`src/hp_pkg.sv`:
```
// constants, register map and shared types of the heat pump sequencer
package hp_pkg;
	// timebase
	localparam int CLK_PERIOD_NS = 10;
	localparam int TICK_PERIOD_MS = 100;
	localparam int TICK_CYCLES = TICK_PERIOD_MS * 1_000_000 / CLK_PERIOD_NS;
	localparam int TICK_W = 24;
	localparam int SEC_MS = 1000;
	localparam int MIN_S = 60;
	localparam int TICKS_PER_SEC = SEC_MS / TICK_PERIOD_MS;
	localparam int MIN_TICKS = MIN_S * TICKS_PER_SEC;
	// speed-up: one minute of period becomes 100 ms
	localparam int FAST_MIN_MS = 100;
	localparam int FAST_MIN_TICKS = FAST_MIN_MS / TICK_PERIOD_MS;

	// defrost timing
	localparam int CNT_W = 17;
	localparam int RUN_STEP_MIN = 30;
	localparam int DEF_LIMIT_MIN = 10;
	localparam int FORCED_DEF_S = 30;
	localparam logic [CNT_W-1:0] FORCED_DEF_TICKS =
		CNT_W'(FORCED_DEF_S * TICKS_PER_SEC);

	// jumper short classification, inclusive bounds in ticks
	localparam int JMP_W = 8;
	localparam int SHORT_MIN_S = 1;
	localparam int SHORT_MAX_S = 3;
	localparam int LONG_MIN_S = 5;
	localparam int LONG_MAX_S = 20;
	localparam logic [JMP_W-1:0] SHORT_MIN_T =
		JMP_W'(SHORT_MIN_S * TICKS_PER_SEC);
	localparam logic [JMP_W-1:0] SHORT_MAX_T =
		JMP_W'(SHORT_MAX_S * TICKS_PER_SEC);
	localparam logic [JMP_W-1:0] LONG_MIN_T =
		JMP_W'(LONG_MIN_S * TICKS_PER_SEC);
	localparam logic [JMP_W-1:0] LONG_MAX_T =
		JMP_W'(LONG_MAX_S * TICKS_PER_SEC);
	localparam logic [JMP_W-1:0] JMP_SAT = 8'hFF;

	// register map
	localparam logic [31:0] CFG_OFS = 32'h0000_0000;
	localparam logic [31:0] STATUS_OFS = 32'h0000_0004;
	localparam logic [31:0] RUNCNT_OFS = 32'h0000_0008;
	localparam int CFG_SEL_LSB = 0;
	localparam int CFG_SEL_W = 2;
	localparam logic [CFG_SEL_W-1:0] CFG_SEL_RESET = 2'h1;
	localparam int STAT_MODE_LSB = 0;
	localparam int STAT_VALVE_BIT = 4;
	localparam int STAT_ACCEL_BIT = 5;
	localparam int STAT_FORCED_BIT = 6;
	localparam int STAT_FROST_BIT = 7;

	// bus encodings
	localparam logic [1:0] HTRANS_NONSEQ = 2'h2;
	localparam logic HRESP_OKAY = 1'b0;

	typedef enum logic [3:0] {
		ST_IDLE = 4'h1,
		ST_COOL = 4'h2,
		ST_HEAT = 4'h4,
		ST_DEF = 4'h8
	} mode_t;
endpackage

```
`src/speedup_if.sv`:
```
// link between the sequencer core and the jumper timer
interface speedup_if;
	logic tick;
	logic short_det;
	logic accel_req;
	logic forced_req;

	modport timer (
		input tick,
		input short_det,
		output accel_req,
		output forced_req
	);
	modport core (
		output tick,
		output short_det,
		input accel_req,
		input forced_req
	);
endinterface

```
`src/speedup_timer.sv`:
```
// measures a speed-up jumper short and classifies it on release
module speedup_timer
	import hp_pkg::*;
(
	// clock and reset
	input wire logic clk_in,
	input wire logic rst_n_in,
	input wire logic ce_in,
	// core link
	speedup_if.timer su
);
	typedef struct packed {
		logic [JMP_W-1:0] cnt;
		logic prev;
		logic accel_req;
		logic forced_req;
	} tmr_t;

	tmr_t s_r;
	tmr_t s_nxt;

	always_comb
	begin
		s_nxt = s_r;
		if (ce_in)
		begin
			s_nxt.accel_req = 1'b0;
			s_nxt.forced_req = 1'b0;
			s_nxt.prev = su.short_det;
			// resolution is one tick; saturates so long holds stay invalid
			if (su.short_det && su.tick && s_r.cnt != JMP_SAT)
				s_nxt.cnt = s_r.cnt + 8'h01;
			if (s_r.prev && !su.short_det)
			begin
				s_nxt.cnt = '0;
				if (s_r.cnt >= SHORT_MIN_T && s_r.cnt <= SHORT_MAX_T)
					s_nxt.accel_req = 1'b1;
				else if (s_r.cnt >= LONG_MIN_T && s_r.cnt <= LONG_MAX_T)
					s_nxt.forced_req = 1'b1;
				// other durations fall through untouched
			end
		end
	end

	always_ff @(posedge clk_in or negedge rst_n_in)
	begin
		if (!rst_n_in)
			s_r <= '0;
		else
			s_r <= s_nxt;
	end

	assign su.accel_req = s_r.accel_req;
	assign su.forced_req = s_r.forced_req;
endmodule

```
`src/heat_pump_defrost_sequencer.sv`:
```
// heat pump compressor, reversing valve and defrost sequencer
// Operation
// - valve on in cooling, off in heating
// - valve position from internal state only
// - valve held on until new heat demand
// - valve held off until next cooling
// - decode demands into compressor starts
// - no defrost during continuous run period
// - run period 30/60/90/120 from selects
// - run period defaults to 60 minutes
// - frost switch open at expiry: rerun period
// - frost switch closed at expiry: defrost
// - defrost ends on switch open or 10 min
// - after defrost, full period from zero
// - heat drop while heating keeps count; resume later
// - 1-3 s short: minute becomes 0.1 s
// - accelerated: one heat, one defrost, exit
// - 5-20 s short: forced defrost now
// - forced, switch closed: normal defrost
// - forced, switch open: 30 s defrost
// - electric heat on during defrost
module heat_pump_defrost_sequencer
	import hp_pkg::*;
#(
	parameter int TICK_CYCLES_P = hp_pkg::TICK_CYCLES
)
(
	// clock, reset, enable
	input wire logic clk_in,
	input wire logic rst_n_in,
	input wire logic ce_in,
	// ahb-lite slave
	input wire logic hsel_in,
	input wire logic [31:0] haddr_in,
	input wire logic [1:0] htrans_in,
	input wire logic hwrite_in,
	input wire logic [2:0] hsize_in,
	input wire logic [31:0] hwdata_in,
	input wire logic hready_in,
	output logic [31:0] hrdata_out,
	output logic hreadyout_out,
	output logic hresp_out,
	// thermostat demands and coil switch
	input wire logic cool_stage1_demand_in,
	input wire logic cool_stage2_demand_in,
	input wire logic heat_stage1_demand_in,
	input wire logic aux_heat_demand_in,
	input wire logic coil_frost_switch_in,
	// speed-up jumper pins, high when shorted together
	input wire logic speedup_pin_a_in,
	input wire logic speedup_pin_b_in,
	// unit outputs
	output logic valve_coil_out,
	output logic compressor1_out,
	output logic compressor2_out,
	output logic outdoor_fan_out,
	output logic electric_heat_out
);
	import hp_pkg::*;

	typedef struct packed {
		mode_t st;
		logic valve;
		logic [CNT_W-1:0] run_cnt;
		logic [CNT_W-1:0] def_cnt;
		logic accel;
		logic forced;
		logic forced_fix;
		logic [TICK_W-1:0] tick_cnt;
		logic tick;
		logic [CFG_SEL_W-1:0] sel;
		logic wr_cfg;
		logic [31:0] hrdata;
		logic valve_o;
		logic comp1_o;
		logic comp2_o;
		logic fan_o;
		logic eheat_o;
	} core_t;

	core_t s_r;
	core_t s_nxt;
	logic cool_any;
	logic def_end;
	logic [CNT_W-1:0] period;
	logic [CNT_W-1:0] def_limit;
	logic [CFG_SEL_W-1:0] sel_eff;
	logic [31:0] rd_word;

	speedup_if su ();

	speedup_timer u_timer (
		.clk_in(clk_in),
		.rst_n_in(rst_n_in),
		.ce_in(ce_in),
		.su(su)
	);

	assign su.tick = s_r.tick;
	assign su.short_det = speedup_pin_a_in & speedup_pin_b_in;
	assign cool_any = cool_stage1_demand_in | cool_stage2_demand_in;

	// scaled minute length follows the accelerated flag
	always_comb
	begin
		if (s_r.accel)
		begin
			period = CNT_W'((int'(s_r.sel) + 1) * RUN_STEP_MIN
				* FAST_MIN_TICKS);
			def_limit = CNT_W'(DEF_LIMIT_MIN * FAST_MIN_TICKS);
		end
		else
		begin
			period = CNT_W'((int'(s_r.sel) + 1) * RUN_STEP_MIN
				* MIN_TICKS);
			def_limit = CNT_W'(DEF_LIMIT_MIN * MIN_TICKS);
		end
	end

	// fixed forced defrost ignores the switch; otherwise first of the two
	always_comb
	begin
		if (s_r.forced_fix)
			def_end = s_r.tick
				&& (s_r.def_cnt + 17'h00001 >= FORCED_DEF_TICKS);
		else
			def_end = !coil_frost_switch_in || (s_r.tick
				&& (s_r.def_cnt + 17'h00001 >= def_limit));
	end

	// a read right behind a write to the config word sees the new value
	assign sel_eff = s_r.wr_cfg
		? hwdata_in[CFG_SEL_LSB +: CFG_SEL_W] : s_r.sel;

	always_comb
	begin
		rd_word = 32'h0000_0000;
		if (haddr_in == CFG_OFS)
			rd_word[CFG_SEL_LSB +: CFG_SEL_W] = sel_eff;
		else if (haddr_in == STATUS_OFS)
		begin
			rd_word[STAT_MODE_LSB +: 4] = s_r.st;
			rd_word[STAT_VALVE_BIT] = s_r.valve_o;
			rd_word[STAT_ACCEL_BIT] = s_r.accel;
			rd_word[STAT_FORCED_BIT] = s_r.forced;
			rd_word[STAT_FROST_BIT] = coil_frost_switch_in;
		end
		else if (haddr_in == RUNCNT_OFS)
			rd_word[CNT_W-1:0] = s_r.run_cnt;
	end

	always_comb
	begin
		s_nxt = s_r;
		if (ce_in)
		begin
			// slow timebase
			s_nxt.tick = 1'b0;
			if (s_r.tick_cnt == TICK_W'(TICK_CYCLES_P - 1))
			begin
				s_nxt.tick_cnt = '0;
				s_nxt.tick = 1'b1;
			end
			else
				s_nxt.tick_cnt = s_r.tick_cnt + 24'h000001;

			// bus: zero-wait, reads registered in the address phase
			s_nxt.wr_cfg = 1'b0;
			if (s_r.wr_cfg)
				s_nxt.sel = hwdata_in[CFG_SEL_LSB +: CFG_SEL_W];
			if (hsel_in && hready_in && htrans_in[1])
			begin
				s_nxt.wr_cfg = hwrite_in && haddr_in == CFG_OFS;
				s_nxt.hrdata = hwrite_in ? 32'h0000_0000 : rd_word;
			end

			unique case (s_r.st)
				ST_IDLE:
				begin
					// count is left as it was on purpose
					if (cool_any)
					begin
						s_nxt.st = ST_COOL;
						s_nxt.valve = 1'b1;
					end
					else if (heat_stage1_demand_in)
					begin
						s_nxt.st = ST_HEAT;
						s_nxt.valve = 1'b0;
					end
				end
				ST_COOL:
				begin
					// valve stays energised through the idle that follows
					if (!cool_any)
						s_nxt.st = ST_IDLE;
				end
				ST_HEAT:
				begin
					if (cool_any)
					begin
						s_nxt.st = ST_COOL;
						s_nxt.valve = 1'b1;
					end
					else if (!heat_stage1_demand_in)
						s_nxt.st = ST_IDLE;
					else if (su.forced_req)
					begin
						s_nxt.st = ST_DEF;
						s_nxt.def_cnt = '0;
						s_nxt.forced = 1'b1;
						s_nxt.forced_fix = !coil_frost_switch_in;
					end
					else if (s_r.tick)
					begin
						if (s_r.run_cnt + 17'h00001 >= period)
						begin
							if (coil_frost_switch_in)
							begin
								s_nxt.st = ST_DEF;
								s_nxt.def_cnt = '0;
							end
							else
								s_nxt.run_cnt = '0;
						end
						else
							s_nxt.run_cnt = s_r.run_cnt + 17'h00001;
					end
				end
				ST_DEF:
				begin
					// a lost heat call aborts defrost with a fresh period
					if (cool_any || !heat_stage1_demand_in || def_end)
					begin
						s_nxt.st = cool_any ? ST_COOL
							: heat_stage1_demand_in ? ST_HEAT : ST_IDLE;
						s_nxt.valve = cool_any;
						s_nxt.run_cnt = '0;
						s_nxt.accel = 1'b0;
						s_nxt.forced = 1'b0;
						s_nxt.forced_fix = 1'b0;
					end
					else if (s_r.tick)
						s_nxt.def_cnt = s_r.def_cnt + 17'h00001;
				end
				default:
				begin
					s_nxt.st = ST_IDLE;
				end
			endcase

			// accelerated test restarts one heating period at scale
			if (su.accel_req && s_nxt.st != ST_DEF)
			begin
				s_nxt.accel = 1'b1;
				s_nxt.run_cnt = '0;
			end

			// outputs follow the next mode so they align with it
			s_nxt.valve_o = s_nxt.valve || s_nxt.st == ST_DEF;
			s_nxt.comp1_o = s_nxt.st != ST_IDLE;
			s_nxt.comp2_o = s_nxt.st == ST_COOL
				&& cool_stage2_demand_in;
			s_nxt.fan_o = s_nxt.st == ST_COOL
				|| s_nxt.st == ST_HEAT;
			s_nxt.eheat_o = s_nxt.st == ST_DEF
				|| aux_heat_demand_in;
		end
	end

	always_ff @(posedge clk_in or negedge rst_n_in)
	begin
		if (!rst_n_in)
		begin
			s_r <= '0;
			s_r.st <= ST_IDLE;
			s_r.sel <= CFG_SEL_RESET;
		end
		else
			s_r <= s_nxt;
	end

	assign hrdata_out = s_r.hrdata;
	assign hreadyout_out = 1'b1;
	assign hresp_out = HRESP_OKAY;
	assign valve_coil_out = s_r.valve_o;
	assign compressor1_out = s_r.comp1_o;
	assign compressor2_out = s_r.comp2_o;
	assign outdoor_fan_out = s_r.fan_o;
	assign electric_heat_out = s_r.eheat_o;
endmodule

```
`config.mk`:
```
export PLATFORM = sky130hd
export DESIGN_NAME = heat_pump_defrost_sequencer
export DESIGN_NICKNAME = d
export VERILOG_FILES = /design/src/hp_pkg.sv /design/src/speedup_if.sv /design/src/speedup_timer.sv /design/src/heat_pump_defrost_sequencer.sv
export SDC_FILE = /design/constraint.sdc
export NUM_CORES = 1
export LEC_CHECK = 0
export BUFFER_PORTS_ARGS = -buffer_cell sky130_fd_sc_hd__buf_4
export CAP_MARGIN = 20
export CORE_UTILIZATION = 57
export CTS_CLUSTER_SIZE = 12
export DETAILED_ROUTE_END_ITERATION = 10
export PLACE_DENSITY = 0.89
export SYNTH_ARGS = -nofsm -noshare
export SYNTH_HDL_FRONTEND = slang
export SYNTH_SLANG_ARGS = --single-unit
```
`constraint.sdc`:
```
create_clock -name clk_in -period 5.4 [get_ports clk_in]
set_clock_uncertainty 0.15 [all_clocks]
set_input_delay 0.54 -clock clk_in [delete_from_list [all_inputs] [get_ports clk_in]]
set_output_delay 0.54 -clock clk_in [all_outputs]
set_load 0.02 [all_outputs]
```
==> metrics.cfg <==
[outcome]
status = complete, no violations

[timing]
fin_crit_sh = 0.9382
fin_ws_ps = 333.6
max_freq_mhz = 197.4
tightest_slew_ps = 884.0
grt_setup_unrepaired = no
fin_setup_tns_ps = 0
hold_viol = 0
final_max_slew_viol_count = 0
fin_crit_ps = 5066
slew_headroom = 0.4089
setup_viol = 0

[floorplan]
fp.coreArea_um2 = 12010
start_util = 0.5853
dieArea_um2 = 12780
die_y_um = 113.1
ios = 121
die_w_um = 113.1
num_rows = 40

[worst_hold_path]
hold_class = input pin to async pin

[finish]
drive_above_1_share = 0.1361
ff_latch_area_um2 = 2580
fill_cells = 962
largest_reg_flops = 69
multi_input_area_um2 = 3916
area_growth_pct = 9.877
n_antenna_cell = 0
regMostFlops = s_r
stdcell_count = 970
nNetsFinal = 942

[clock_network]
clk_latency_ps = 360
cts_tree = yes
clockBufferDepth = 2
ctsHoldBuffers = 0
cts_max_level = 3
cts.sinks = 103
clockRootBuffer = clkbuf_16
postCtsSetupRepairBufs = 0
cts_resized = 0
cts_buffers = 9
clkTransAtPathRegs_ps = 70

[detailed_routing]
drt_iter0_markers = 685
ant_nets = 0
totalWireLength_um = 15820
dr_wl_met2_um = 7453
drtPass1Iterations = 5
routed_via_density = 6.263
remaining_drc_errors = 0
highest_layer = met4
drt-met1-wl_um = 6910
met3RoutedLength_um = 1061
wl_per_cell_um = 16.31
vias = 6075

[logic_synthesis]
yosysWarnings = 0
synth-compound-area-share = 0.1922
yosys-top-cells-area = dfrtp_1 36%, ha_1 7.5%, buf_4 3.7%, o31ai_1 3.7%, nand2_1 3.4%
yosys.cell_types.count = 73
synth_xor_xnor_area_share = 0.06353
synth_top_family_by_area = simple AND/OR/NAND/NOR gates
yosysTopAreaCell = dfrtp_1
muxShareOfSynthArea = 0.01637
synthFlopType = dfrtp_1
synth_seq_cells = 103
yosysSeqAreaShare = 0.3670
synthAdderAreaFrac = 0.07475
synth_simple_gate_area_share = 0.2011
synth_area_um2 = 7030
synth_top_area_frac = 0.3595
async_flop_share = 1.000
avgSynthCellArea_um2 = 8.866
synth-edff-count = 0
netlist_instances = 793

[place]
pre_cts_slack_ps = 483.1
port_buffers = 69
dp_hpwl_um = 11530
gp_congestion = 0.9027
dp_cells = 954

[pwr]
p_leak_nw = 3.529
peakVddDrop_mv = 0.1846
finalPower_w = 0.002145
power_density_nw_per_um2 = 277.7

[setup_path]
cp_max_fo = 9
crit_arrival_ps = 5170
critPathCaptureType = register
required_ps = 5500
cp-start-kind = register
crit_type = register to register

[global_routing]
grt_max_degree = 62
grt_overflow = 0
grt_pass1_wl_um = 26570
grt_pass1_vias = 5673
antenna_found_initial = 0
grt_usage = 0.2602

[job]
maxCapViolCount = 0

==> area by class of cell <==
class / count / area share
clock buffers: 9 / 0.02915
multi-input cells: 588 / 0.5070
flip-flops and latches: 103 / 0.3340
clock inverters: 7 / 0.01328
inverters: 41 / 0.01992
well taps: 147 / 0.02381
repair buffers: 75 / 0.07289
==> placed cells by master (no fill, tap or decap), types with 16 or more instances in the layout <==
master	n
o31ai_1	35
conb_1	17
nor2_1	57
xor2_1	24
and3_1	19
o21ai_0	45
xnor2_1	27
a21oi_1	18
inv_1	40
nand4_1	16
ha_1	42
nor3_1	22
buf_4	75
dfrtp_1	101
nand2_1	63
nand3_1	32
==> per-layer routing <==
layer,GRT usage,up-vias
met1,0.3493,2930
li1,-,2869
met4,0.1158,0
met5,0,-
met2,0.4082,243
met3,0.05356,33
==> worst paths after layout <==
check,slack [ps],startpoint,depth (start not counted),endpoint
max in group asynchronous,3920,rst_n_in,2,s_r[69]
worst min-delay path,2,rst_n_in,1,s_r[62]
worst max register to register,330,s_r[85],16,s_r[92]
worst max-delay path,330,s_r[85],16,s_r[92]
min in group clk_in,270,aux_heat_demand_in,2,electric_heat_out
worst min register to register,330,hrdata_out[4],2,hrdata_out[4]
==> cells in the mapped netlist, drive strengths merged (7+ instances only) <==
library cell,n
inv,40
and2,9
nand2,63
nand3,34
nor2b,10
a22o,9
o31ai,35
clkbuf,26
mux2i,7
a211oi,8
dfrtp,101
xnor2,27
o21ai,47
xor2,24
ha,42
a21o,7
a22oi,8
and3,19
nor2,57
nor3,22
nand4,17
buf,50
a21oi,19
nand2b,8
nor4,16
==> through the flow <==
| step | utilization | hold slack (ps) | instance area (um2) |
|---|---|---|---|
| 5_1_grt | 0.6431 | 53.15 | 7725 |
| 4_1_cts | 0.6431 | 22.64 | 7725 |
| 3_3_place_gp | 0.6158 | 314.5 | 7397 |
| 6_report | 0.6431 | 1.651 | 7725 |
| 2_1_floorplan | - | 94.41 | 7087 |
| 3_5_place_dp | 0.6158 | 321.8 | 7397 |
==> where the power goes <==
group | leakage (nW) | switching [W] | internal (W)
clock | 0.163 | 0.000306 | 0.000413
sequential | 1.38 | 0.000115 | 0.000840
combinational | 1.98 | 0.000273 | 0.000198
total | 3.53 | 0.000694 | 0.00145
==> cell families (layout without fill, tap and decap cells) <==
kind of cell / Yosys count / in the layout
muxes: 11 / 11
and+or+nand+nor: 278 / 278
buffers and inverters: 117 / 132
DFF: 103 / 103
AOI/OAI and AO/OA: 189 / 189
adders and majority gates: 42 / 42
other: 2 / 17
xor gates and xnor gates: 51 / 51
==> critical path, cell delays in order (launching register included) <==
cell	delay, ps
dfrtp_1	480
ha_1	280
and3_1	220
and3_1	250
and3_1	300
and3_1	280
and3_1	300
xor2_1	180
ha_1	270
nand4_1	200
nor2_1	70
a211oi_1	440
a21oi_1	160
o31ai_1	410
nor2b_1	220
nand3_1	360
o31ai_1	370
No activity file was read; power rests on OpenSTA's default activity.
